==> config.mk <==
export PLATFORM = sky130hd
export DESIGN_NAME = sp0_uart
export DESIGN_NICKNAME = d
export VERILOG_FILES = /design/src/sp0_pkg.sv /design/src/sp0_tick_div.sv /design/src/sp0_uart.sv
export SDC_FILE = /design/constraint.sdc
export NUM_CORES = 1
export LEC_CHECK = 0
export ABC_AREA = 0
export BUFFER_PORTS_ARGS = -buffer_cell sky130_fd_sc_hd__buf_4
export CAP_MARGIN = 15
export CORE_ASPECT_RATIO = 0.75
export CORE_MARGIN = 3
export CORE_UTILIZATION = 51
export CTS_CLUSTER_SIZE = 10
export DETAILED_ROUTE_END_ITERATION = 10
export GPL_ROUTABILITY_DRIVEN = 1
export HOLD_SLACK_MARGIN = 0.1
export PLACE_DENSITY = 0.69
export SYNTH_ARGS = -nofsm -noshare
export SYNTH_HDL_FRONTEND = slang
export SYNTH_SLANG_ARGS = --single-unit
export TNS_END_PERCENT = 20
==> constraint.sdc <==
create_clock -name i_core_clk -period 6.5 [get_ports i_core_clk]
set_input_delay 1.3 -clock i_core_clk [delete_from_list [all_inputs] [get_ports i_core_clk]]
set_output_delay 1.3 -clock i_core_clk [all_outputs]
set_load 0.02 [all_outputs]
==> src/sp0_pkg.sv <==
package sp0_pkg;

	// register map
	localparam logic [7:0] ADDR_CONTROL = 8'h98;
	localparam logic [7:0] ADDR_DATA = 8'h99;
	localparam logic [7:0] ADDR_IRQ_MASK = 8'h9a;

	// values after reset
	localparam logic [7:0] CONTROL_RESET = 8'h00;
	localparam logic [7:0] DATA_RESET = 8'h00;
	localparam logic [1:0] MASK_RESET = 2'h0;

	// operating modes, {mode_high, mode_low}
	localparam logic [1:0] MODE_SYNC = 2'h0;
	localparam logic [1:0] MODE_TIMER_10 = 2'h1;
	localparam logic [1:0] MODE_FIXED_11 = 2'h2;
	localparam logic [1:0] MODE_TIMER_11 = 2'h3;

	// bit periods in core clocks
	localparam int M0_SLOW_CLKS = 12;
	localparam int M0_FAST_CLKS = 4;
	localparam int M2_SLOW_CLKS = 64;
	localparam int M2_FAST_CLKS = 32;
	localparam int OVERSAMPLE = 16;

	// divider reloads derived from the periods above
	localparam logic [5:0] M0_SLOW_HALF = 6'(M0_SLOW_CLKS / 2);
	localparam logic [5:0] M0_FAST_HALF = 6'(M0_FAST_CLKS / 2);
	localparam logic [5:0] M2_SLOW_TICK = 6'(M2_SLOW_CLKS / OVERSAMPLE);
	localparam logic [5:0] M2_FAST_TICK = 6'(M2_FAST_CLKS / OVERSAMPLE);

	// frame positions and sample points
	localparam logic [3:0] SUB_LAST = 4'(OVERSAMPLE - 1);
	localparam logic [3:0] SAMPLE_A = 4'h7;
	localparam logic [3:0] SAMPLE_C = 4'h9;
	localparam logic [3:0] IDX_NINTH = 4'h9;
	localparam logic [3:0] IDX_STOP11 = 4'ha;
	localparam logic [3:0] SYNC_LAST = 4'h7;

	typedef enum logic [2:0] {
		TX_IDLE = 3'b001,
		TX_ASYNC = 3'b010,
		TX_SYNC = 3'b100
	} sp0_tx_state_t;

	typedef enum logic [1:0] {
		RX_IDLE = 2'b01,
		RX_BITS = 2'b10
	} sp0_rx_state_t;

	typedef struct packed {
		logic [7:0] addr;
		logic [7:0] wdata;
		logic wr;
		logic rd;
	} sp0_bus_t;

	typedef struct packed {
		logic mode_high_or_frame_error;
		logic mode_low_select;
		logic third_select_multiproc;
		logic receive_enable;
		logic transmit_ninth_bit;
		logic receive_ninth_bit;
		logic transmit_complete_flag;
		logic receive_complete_flag;
	} sp0_ctrl_t;

endpackage

==> src/sp0_tick_div.sv <==
`timescale 1ns/100ps
`default_nettype none

// free-running divider, one-cycle tick every i_count clocks
module sp0_tick_div #(
	parameter int W = 6
) (
	input wire logic i_core_clk,
	input wire logic i_rst,
	input wire logic i_clear,
	input wire logic [W-1:0] i_count,
	output logic o_tick
);

	logic [W-1:0] cnt;

	// clear realigns the phase to a frame start
	always_ff @(posedge i_core_clk or posedge i_rst) begin
		if (i_rst) begin
			cnt <= '0;
			o_tick <= 1'b0;
		end else if (i_clear) begin
			cnt <= W'(i_count - 1'b1);
			o_tick <= 1'b0;
		end else if (cnt == '0) begin
			cnt <= W'(i_count - 1'b1);
			o_tick <= 1'b1;
		end else begin
			cnt <= W'(cnt - 1'b1);
			o_tick <= 1'b0;
		end
	end

endmodule

`default_nettype wire

==> src/sp0_uart.sv <==
// Summary of operation
// - mode bits select mode; mode 0 12/4 clocks
// - modes 1/3: 10/11-bit frames, timer rate
// - mode 2: 11-bit frame, 64/32 clocks
// - bit 7: mode select or framing error
// - with select set, bit 7 writes flag only
// - mode bit and error flag stored apart
// - mode 1 multiproc: bad stop drops frame
// - modes 2/3 multiproc: need ninth bit one
// - receive enable gates receiver, starts mode 0
// - modes 2/3 send transmit ninth bit
// - receive ninth bit: ninth or stop bit
// - transmit flag after last data bit
// - receive flag timing per mode
// - data location: write tx, read rx
// - one interrupt from flags and enable; each flag is also gated by its irq_mask bit, which resets to 0
//
// Our own choice: strobed register access.
`timescale 1ns/100ps
`default_nettype none

module sp0_uart (
	input wire logic i_core_clk,
	input wire logic i_rst,
	input wire sp0_pkg::sp0_bus_t i_bus,
	output logic [7:0] o_rdata,
	input wire logic i_frame_error_select,
	input wire logic i_rate_doubling_bit,
	input wire logic i_port0_interrupt_enable,
	input wire logic i_baud_tick,
	input wire logic i_rxd,
	output logic o_rxd,
	output logic o_rxd_oe,
	output logic o_txd,
	output logic o_irq
);

	// control register storage
	logic mode_high;
	logic fe_flag;
	logic mode_low;
	logic third_sel;
	logic rx_en;
	logic tx_ninth;
	logic rx_ninth;
	logic tx_flag;
	logic rx_flag;
	logic [1:0] irq_mask;
	logic [7:0] rx_hold;
	sp0_pkg::sp0_ctrl_t ctrl_view;

	// engine state
	sp0_pkg::sp0_tx_state_t tx_state;
	sp0_pkg::sp0_rx_state_t rx_state;
	logic [10:0] tx_sr;
	logic [3:0] tx_idx;
	logic [3:0] tx_sub;
	logic sync_rx;
	logic [7:0] s_word;
	logic [7:0] rx_sr;
	logic [3:0] rx_idx;
	logic [3:0] rx_sub;
	logic [1:0] votes;
	logic [7:0] a_word;
	logic rxd_meta;
	logic rxd_sync;

	// event pulses, one cycle each, and the held ninth bit value
	logic ev_tx;
	logic ev_srx;
	logic ev_arx;
	logic ev_fe;
	logic ev_ninth;
	logic ninth_val;

	logic [1:0] mode;
	logic wr_ctrl;
	logic wr_data;
	logic wr_mask;
	logic [5:0] div_count;
	logic div_tick;
	logic async_tick;
	logic start_async;
	logic start_sync;
	logic start_srx;
	logic [3:0] tx_last;
	logic vote;
	logic accept;

	// mode bit kept apart from error flag
	assign mode = {mode_high, mode_low};
	assign wr_ctrl = i_bus.wr && (i_bus.addr == sp0_pkg::ADDR_CONTROL);
	assign wr_data = i_bus.wr && (i_bus.addr == sp0_pkg::ADDR_DATA);
	assign wr_mask = i_bus.wr && (i_bus.addr == sp0_pkg::ADDR_IRQ_MASK);

	// mode 0 half period from third select
	// mode 2 tick: sixteenth of 64 or 32
	always_comb begin
		if (mode == sp0_pkg::MODE_SYNC) begin
			div_count = third_sel ? sp0_pkg::M0_FAST_HALF :
				sp0_pkg::M0_SLOW_HALF;
		end else begin
			div_count = i_rate_doubling_bit ? sp0_pkg::M2_FAST_TICK :
				sp0_pkg::M2_SLOW_TICK;
		end
	end

	// timer modes run on the external 16x tick
	assign async_tick = (mode == sp0_pkg::MODE_FIXED_11) ? div_tick :
		i_baud_tick;

	// data write only starts an idle engine
	assign start_async = wr_data && (tx_state == sp0_pkg::TX_IDLE) &&
		(mode != sp0_pkg::MODE_SYNC);
	// mode 0 reception waits for a clear flag
	assign start_srx = !wr_data && (tx_state == sp0_pkg::TX_IDLE) &&
		(mode == sp0_pkg::MODE_SYNC) && rx_en && !rx_flag && !ev_srx;
	assign start_sync = (tx_state == sp0_pkg::TX_IDLE) &&
		(mode == sp0_pkg::MODE_SYNC) && (wr_data || start_srx);

	// ten bits in mode 1, eleven otherwise
	assign tx_last = (mode == sp0_pkg::MODE_TIMER_10) ? sp0_pkg::IDX_NINTH :
		sp0_pkg::IDX_STOP11;

	// majority of three mid-bit samples rejects glitches
	assign vote = (votes[1] & votes[0]) | (votes[1] & rxd_sync) |
		(votes[0] & rxd_sync);

	// multiproc needs a one in the ninth slot
	// mode 1 multiproc drops a bad stop bit
	assign accept = !(third_sel && !vote);

	sp0_tick_div #(
		.W(6)
	) u_div (
		.i_core_clk(i_core_clk),
		.i_rst(i_rst),
		.i_clear(start_sync),
		.i_count(div_count),
		.o_tick(div_tick)
	);

	// two-flop synchroniser on the receive pin
	always_ff @(posedge i_core_clk or posedge i_rst) begin
		if (i_rst) begin
			rxd_meta <= 1'b1;
			rxd_sync <= 1'b1;
		end else begin
			rxd_meta <= i_rxd;
			rxd_sync <= rxd_meta;
		end
	end

	// transmitter and mode 0 shift engine
	always_ff @(posedge i_core_clk or posedge i_rst) begin
		if (i_rst) begin
			tx_state <= sp0_pkg::TX_IDLE;
			tx_sr <= '0;
			tx_idx <= '0;
			tx_sub <= '0;
			sync_rx <= 1'b0;
			s_word <= '0;
			o_txd <= 1'b1;
			o_rxd <= 1'b1;
			o_rxd_oe <= 1'b0;
			ev_tx <= 1'b0;
			ev_srx <= 1'b0;
		end else begin
			ev_tx <= 1'b0;
			ev_srx <= 1'b0;
			case (tx_state)
				sp0_pkg::TX_IDLE: begin
					tx_idx <= '0;
					tx_sub <= '0;
					// ninth slot: tb8 in 2/3, stop in 1
					if (start_async) begin
						// start bit waits for the next tick so it
						// lasts a full bit; stop comes from the fill in 2/3
						tx_sr <= {(mode == sp0_pkg::MODE_TIMER_10) |
							tx_ninth, i_bus.wdata, 2'b00};
						tx_idx <= '1;
						tx_sub <= sp0_pkg::SUB_LAST;
						tx_state <= sp0_pkg::TX_ASYNC;
					end else if (start_sync) begin
						// write wins over a pending reception
						tx_sr <= {3'h0, i_bus.wdata};
						sync_rx <= !wr_data;
						o_rxd_oe <= wr_data;
						tx_state <= sp0_pkg::TX_SYNC;
					end
				end
				sp0_pkg::TX_ASYNC: begin
					if (async_tick) begin
						tx_sub <= 4'(tx_sub + 1'b1);
						if (tx_sub == sp0_pkg::SUB_LAST) begin
							if (tx_idx == tx_last) begin
								tx_state <= sp0_pkg::TX_IDLE;
							end else begin
								tx_idx <= 4'(tx_idx + 1'b1);
								tx_sr <= {1'b1, tx_sr[10:1]};
								o_txd <= tx_sr[1];
								// flag as the stop bit begins
								if (4'(tx_idx + 1'b1) == tx_last) begin
									ev_tx <= 1'b1;
								end
							end
						end
					end
				end
				sp0_pkg::TX_SYNC: begin
					// clock low half drives data, rising edge samples
					if (div_tick) begin
						if (o_txd) begin
							o_txd <= 1'b0;
							if (!sync_rx) begin
								o_rxd <= tx_sr[0];
							end
						end else begin
							o_txd <= 1'b1;
							tx_sr <= {3'h0, rxd_sync, tx_sr[7:1]};
							tx_idx <= 4'(tx_idx + 1'b1);
							// mode 0: end of eighth bit
							// mode 0 receive after eighth bit
							if (tx_idx == sp0_pkg::SYNC_LAST) begin
								tx_state <= sp0_pkg::TX_IDLE;
								o_rxd_oe <= 1'b0;
								o_rxd <= 1'b1;
								s_word <= {rxd_sync, tx_sr[7:1]};
								ev_srx <= sync_rx;
								ev_tx <= !sync_rx;
							end
						end
					end
				end
				default: begin
					tx_state <= sp0_pkg::TX_IDLE;
					o_txd <= 1'b1;
					o_rxd_oe <= 1'b0;
				end
			endcase
		end
	end

	// asynchronous receiver, 16x oversampled
	always_ff @(posedge i_core_clk or posedge i_rst) begin
		if (i_rst) begin
			rx_state <= sp0_pkg::RX_IDLE;
			rx_sr <= '0;
			rx_idx <= '0;
			rx_sub <= '0;
			votes <= '0;
			a_word <= '0;
			ev_arx <= 1'b0;
			ev_fe <= 1'b0;
			ev_ninth <= 1'b0;
			ninth_val <= 1'b0;
		end else begin
			ev_arx <= 1'b0;
			ev_fe <= 1'b0;
			ev_ninth <= 1'b0;
			case (rx_state)
				sp0_pkg::RX_IDLE: begin
					rx_idx <= '0;
					rx_sub <= '0;
					if (rx_en && (mode != sp0_pkg::MODE_SYNC) &&
						!rxd_sync) begin
						rx_state <= sp0_pkg::RX_BITS;
					end
				end
				sp0_pkg::RX_BITS: begin
					if (!rx_en || (mode == sp0_pkg::MODE_SYNC)) begin
						rx_state <= sp0_pkg::RX_IDLE;
					end else if (async_tick) begin
						rx_sub <= 4'(rx_sub + 1'b1);
						if (rx_sub >= sp0_pkg::SAMPLE_A &&
							rx_sub < sp0_pkg::SAMPLE_C) begin
							votes <= {votes[0], rxd_sync};
						end
						if (rx_sub == sp0_pkg::SUB_LAST) begin
							rx_idx <= 4'(rx_idx + 1'b1);
						end
						if (rx_sub == sp0_pkg::SAMPLE_C) begin
							if (rx_idx == '0) begin
								// false start: line back high
								if (vote) begin
									rx_state <= sp0_pkg::RX_IDLE;
								end
							end else if (rx_idx < sp0_pkg::IDX_NINTH) begin
								rx_sr <= {vote, rx_sr[7:1]};
							end else if (rx_idx == sp0_pkg::IDX_NINTH) begin
								// flag after stop or ninth sample
								a_word <= rx_sr;
								ev_arx <= accept;
								// ninth bit, or stop bit in mode 1
								ev_ninth <= accept &&
									!((mode == sp0_pkg::MODE_TIMER_10) &&
									third_sel);
								ninth_val <= vote;
								if (mode == sp0_pkg::MODE_TIMER_10) begin
									// bad stop bit raises the error
									ev_fe <= !vote;
									rx_state <= sp0_pkg::RX_IDLE;
								end
							end else begin
								ev_fe <= !vote;
								rx_state <= sp0_pkg::RX_IDLE;
							end
						end
					end
				end
				default: begin
					rx_state <= sp0_pkg::RX_IDLE;
				end
			endcase
		end
	end

	// control bits; hardware set beats software clear
	always_ff @(posedge i_core_clk or posedge i_rst) begin
		if (i_rst) begin
			{mode_high, mode_low, third_sel, rx_en, tx_ninth, rx_ninth,
				tx_flag, rx_flag} <= sp0_pkg::CONTROL_RESET;
			fe_flag <= 1'b0;
		end else begin
			if (wr_ctrl) begin
				mode_low <= i_bus.wdata[6];
				third_sel <= i_bus.wdata[5];
				rx_en <= i_bus.wdata[4];
				tx_ninth <= i_bus.wdata[3];
			end
			// error select steers bit 7 to the flag
			if (wr_ctrl && !i_frame_error_select) begin
				mode_high <= i_bus.wdata[7];
			end
			if (ev_fe) begin
				fe_flag <= 1'b1;
			end else if (wr_ctrl && i_frame_error_select &&
				i_bus.wdata[7]) begin
				fe_flag <= 1'b0;
			end
			if (ev_ninth) begin
				rx_ninth <= ninth_val;
			end else if (wr_ctrl) begin
				rx_ninth <= i_bus.wdata[2];
			end
			// only software clears, by writing one
			if (ev_tx) begin
				tx_flag <= 1'b1;
			end else if (wr_ctrl && i_bus.wdata[1]) begin
				tx_flag <= 1'b0;
			end
			if (ev_srx || ev_arx) begin
				rx_flag <= 1'b1;
			end else if (wr_ctrl && i_bus.wdata[0]) begin
				rx_flag <= 1'b0;
			end
		end
	end

	// receive holding register, read side only
	always_ff @(posedge i_core_clk or posedge i_rst) begin
		if (i_rst) begin
			rx_hold <= sp0_pkg::DATA_RESET;
		end else if (ev_srx) begin
			rx_hold <= s_word;
		end else if (ev_arx) begin
			rx_hold <= a_word;
		end
	end

	// interrupt mask register
	always_ff @(posedge i_core_clk or posedge i_rst) begin
		if (i_rst) begin
			irq_mask <= sp0_pkg::MASK_RESET;
		end else if (wr_mask) begin
			irq_mask <= i_bus.wdata[1:0];
		end
	end

	// bit 7 reads the flag when selected
	always_comb begin
		ctrl_view.mode_high_or_frame_error = i_frame_error_select ?
			fe_flag : mode_high;
		ctrl_view.mode_low_select = mode_low;
		ctrl_view.third_select_multiproc = third_sel;
		ctrl_view.receive_enable = rx_en;
		ctrl_view.transmit_ninth_bit = tx_ninth;
		ctrl_view.receive_ninth_bit = rx_ninth;
		ctrl_view.transmit_complete_flag = tx_flag;
		ctrl_view.receive_complete_flag = rx_flag;
	end

	// read data valid only in the cycle after the strobe
	always_ff @(posedge i_core_clk or posedge i_rst) begin
		if (i_rst) begin
			o_rdata <= '0;
		end else if (i_bus.rd) begin
			case (i_bus.addr)
				sp0_pkg::ADDR_CONTROL: o_rdata <= ctrl_view;
				sp0_pkg::ADDR_DATA: o_rdata <= rx_hold;
				sp0_pkg::ADDR_IRQ_MASK: o_rdata <= {6'h0, irq_mask};
				default: o_rdata <= '0;
			endcase
		end else begin
			o_rdata <= '0;
		end
	end

	// one level request from either flag
	always_ff @(posedge i_core_clk or posedge i_rst) begin
		if (i_rst) begin
			o_irq <= 1'b0;
		end else begin
			o_irq <= i_port0_interrupt_enable &&
				|({tx_flag, rx_flag} & irq_mask);
		end
	end

endmodule

`default_nettype wire

==> results.yml <==
synthesis:
  synth-seq-area-share: 0.507
  synth_nets: 505
  syn_avg_cell_area_sq_um: 11.1
  ys_ff_latch: 105
  synthArstFlopShare: 1.00
  synth_cells: 469
  synth_edf_count: 0
  ys_warn_count: 0
  yosys.area.top_type: "dfrtp_1"
  synth_common_cells: "dfrtp_1, nand2_1, mux2_2, mux2i_1, nor2_1"
  synth.most_common_cell: "dfrtp_1"
  yosys.area.top_type_share: 0.477
  synth_ff_type: "dfrtp_1"
  synth.area.top_cells: "dfrtp_1, mux2_2, mux2i_1"
  synth.distinct_cells: 66
  synth_area_sq_mm: 0.00519
cells_and_area:
  n_fill_cell: 839
  final-seq-area_sq_mm: 0.00264
  multi_input_area_sq_mm: 0.00239
  diodes: 0
  nets: 538
  drive_above_1_share: 0.227
  layout.cells.non_filler: 639
  syn_to_final_growth_pct: 13.0
pwr:
  ir_drop_uv: 165
  clockPowerShare: 0.344
  p_per_area_mw_per_mm2: 270
  leakage_nw: 2.74
  p_int_w: 0.00113
  comb_power_share: 0.167
  pwr-share-seq: 0.488
  power.share.switching: 0.284
  netSwitchingPower_w: 0.000449
drt:
  vias: 3654
  viasPerCell: 5.72
  antenna_left: 0
  drt_iter0_drc: 304
  drc: 0
  routed_wl_mm: 11.4
  avgRoutedWirePerCell_um: 17.8
  firstDrtPassIters: 5
critical_path:
  critPathLaunch: "i_bus[11]"
  cp_slowest_cell: "nor4_4"
  end_kind: "register"
  cp.required_ns: 6.74
  worstSetupPathType: "in -> reg"
  path_delay_family: "simple AND/OR/NAND/NOR gates"
  start_kind: "input port"
  path_cells: "buf_4 -> or4bb_1 -> nor4_4 -> nor2_2 -> a22o_1 -> mux2_4"
  cp.arrival_ns: 3.36
  r2r-start: "tx_state[0]"
  slowest_delay_ns: 0.67
  worstPathMaxFanout: 12
  crit_buf_inv: 1
sta:
  max_freq_mhz: 320
  fin_skew_ns: 0.00535
  min_period_ns: 3.12
  drv_slew: 0
  finalCritPeriodShare: 0.480
  whs_ns: 0.358
  hold_violations: 0
  slew_headroom: 0.333
  rsz0062_at_grt: "false"
  tightest_slew_ns: 1.00
  finalSetupViolations: 0
  fin_tns_setup_ns: 0
global_route:
  grt_max_degree: 65
  grt_pass1_vias: 3652
  grt_usage: 0.216
  grt-ovfl-total: 0
  antenna_found_initial: 0
  grt_first_pass_wirelength_mm: 19.2
die:
  die_w_um: 123
  io_pins: 37
  dieArea_sq_mm: 0.0114
  die_h_um: 93.4
  row_count: 31
  core_area_sq_mm: 0.00977
  initial_core_util: 0.531
clock_network:
  clk_pin_slew_worst_paths_ns: 0.07
  clock-root-buffer: "clkbuf_16"
  cts_sinks: 105
  clk_path_buf_depth: 2
  cts_resized: 0
  hold_buffers: 0
  post_cts_buffers: 0
  insertion_delay_ns: 0.35
  cts_tree: "done"
  cts_buffers: 9
  ctsHtreeMaxLevel: 3
place:
  numPortBuffers: 36
  placed_cells: 623
  gp_congestion: 0.905
  hpwl_mm: 8.26
min_path:
  min_path_type: "reg -> reg"
  worstHoldStart: "rxd_meta"
run:
  maxCapViolCount: 0
status:
  status: "finished clean"
## stage by stage
stage	utilization	total power [W]	setup slack (ns)	instance area (sq um)
6_report	0.600	0.00158	3.38	5870
2_1_floorplan	-	0.000968	2.45	5190
5_1_grt	0.600	0.00167	3.28	5870
4_1_cts	0.600	0.00160	3.39	5870
3_5_place_dp	0.570	0.00105	3.06	5570
3_3_place_gp	0.570	0.00104	3.10	5570
## flip-flops by register name, summed over array words and instances (netlist names), 2 cells and up
| signal | cells |
|---|---|
| a_word | 8 |
| irq_mask | 2 |
| o_rdata | 8 |
| rx_hold | 8 |
| rx_idx | 4 |
| rx_sr | 8 |
| rx_state | 2 |
| rx_sub | 4 |
| s_word | 8 |
| tx_idx | 4 |
| tx_sr | 11 |
| tx_state | 3 |
| tx_sub | 4 |
| u_div.cnt | 6 |
| votes | 2 |
## logic make-up after synthesis
family / count (synthesis) / share of synthesized area
and+or+nand+nor: 138 / 0.149
DFF: 105 / 0.507
AOI/OAI and AO/OA: 92 / 0.117
muxes: 70 / 0.147
buffers and inverters: 41 / 0.0330
adders and majority gates: 12 / 0.0284
xor gates and xnor gates: 11 / 0.0186
## final timing paths
| kind | endpoint | slack (ns) | cells past startpoint |
|---|---|---|---|
| worst min register to register | rxd_sync | 0.36 | 0 |
| max in group asynchronous | rx_state[0] | 4.35 | 3 |
| min in group asynchronous | a_word[0] | 1.11 | 2 |
| worst max register to register | tx_sr[1] | 3.73 | 5 |
| worst min-delay path | rxd_sync | 0.36 | 0 |
| worst max-delay path | tx_sr[1] | 3.38 | 6 |
## power by group through the flow
stage / Sequential [W] / Clock [W] / Combinational [W]
final: 0.000772 / 0.000545 / 0.000265
after global routing: 0.000782 / 0.000584 / 0.000299
after CTS: 0.000772 / 0.000561 / 0.000265
after detailed placement: 0.000783 / 0 / 0.000262
after global placement: 0.000782 / 0 / 0.000254
after floorplan: 0.000758 / 0 / 0.000210
## layout by cell type, fill, tap and decap left out, types with 3 or more instances in the layout
cell type / instances
nor4_1: 4
nor2b_1: 8
dfrtp_1: 99
mux2_2: 37
o32ai_1: 4
nand2_1: 39
nor3b_1: 3
o31ai_1: 3
a21oi_1: 24
nand2b_1: 10
inv_1: 23
and3_1: 5
nor2_1: 27
nor3_1: 6
o21ai_0: 19
buf_4: 39
a22oi_1: 5
mux2_4: 3
dfstp_2: 6
clkbuf_16: 9
nand3_1: 9
a21o_1: 5
mux2i_1: 30
nand3b_1: 4
o22ai_1: 3
xnor2_1: 8
a22o_1: 8
ha_1: 11
xor2_1: 3
o21ai_1: 4
## per-layer routing
metal  vias up  GRT usage  wire [um]
met5         -          0          0
met4         0     0.0568        157
met3        15     0.0459        602
met2        87      0.318       4970
met1      1809      0.326       5670
li1       1743          -          -
## final cells by class
type                       instances  area share
sequential                       105       0.449
multi-input combinational        323       0.407
timing repair buffer              39      0.0499
clock buffer                      10      0.0390
tap                              132      0.0281
inverter                          24      0.0158
clock inverter                     6      0.0113
## worst register-to-register path: cells and delay by family (launching register included)
kind | cells | cell delay [ns]
muxes | 1 | 0.26
AOI/OAI and AO/OA | 1 | 0.24
and+or+nand+nor | 3 | 1.52
DFF | 1 | 0.65
Power figures use the tool's default switching activity.
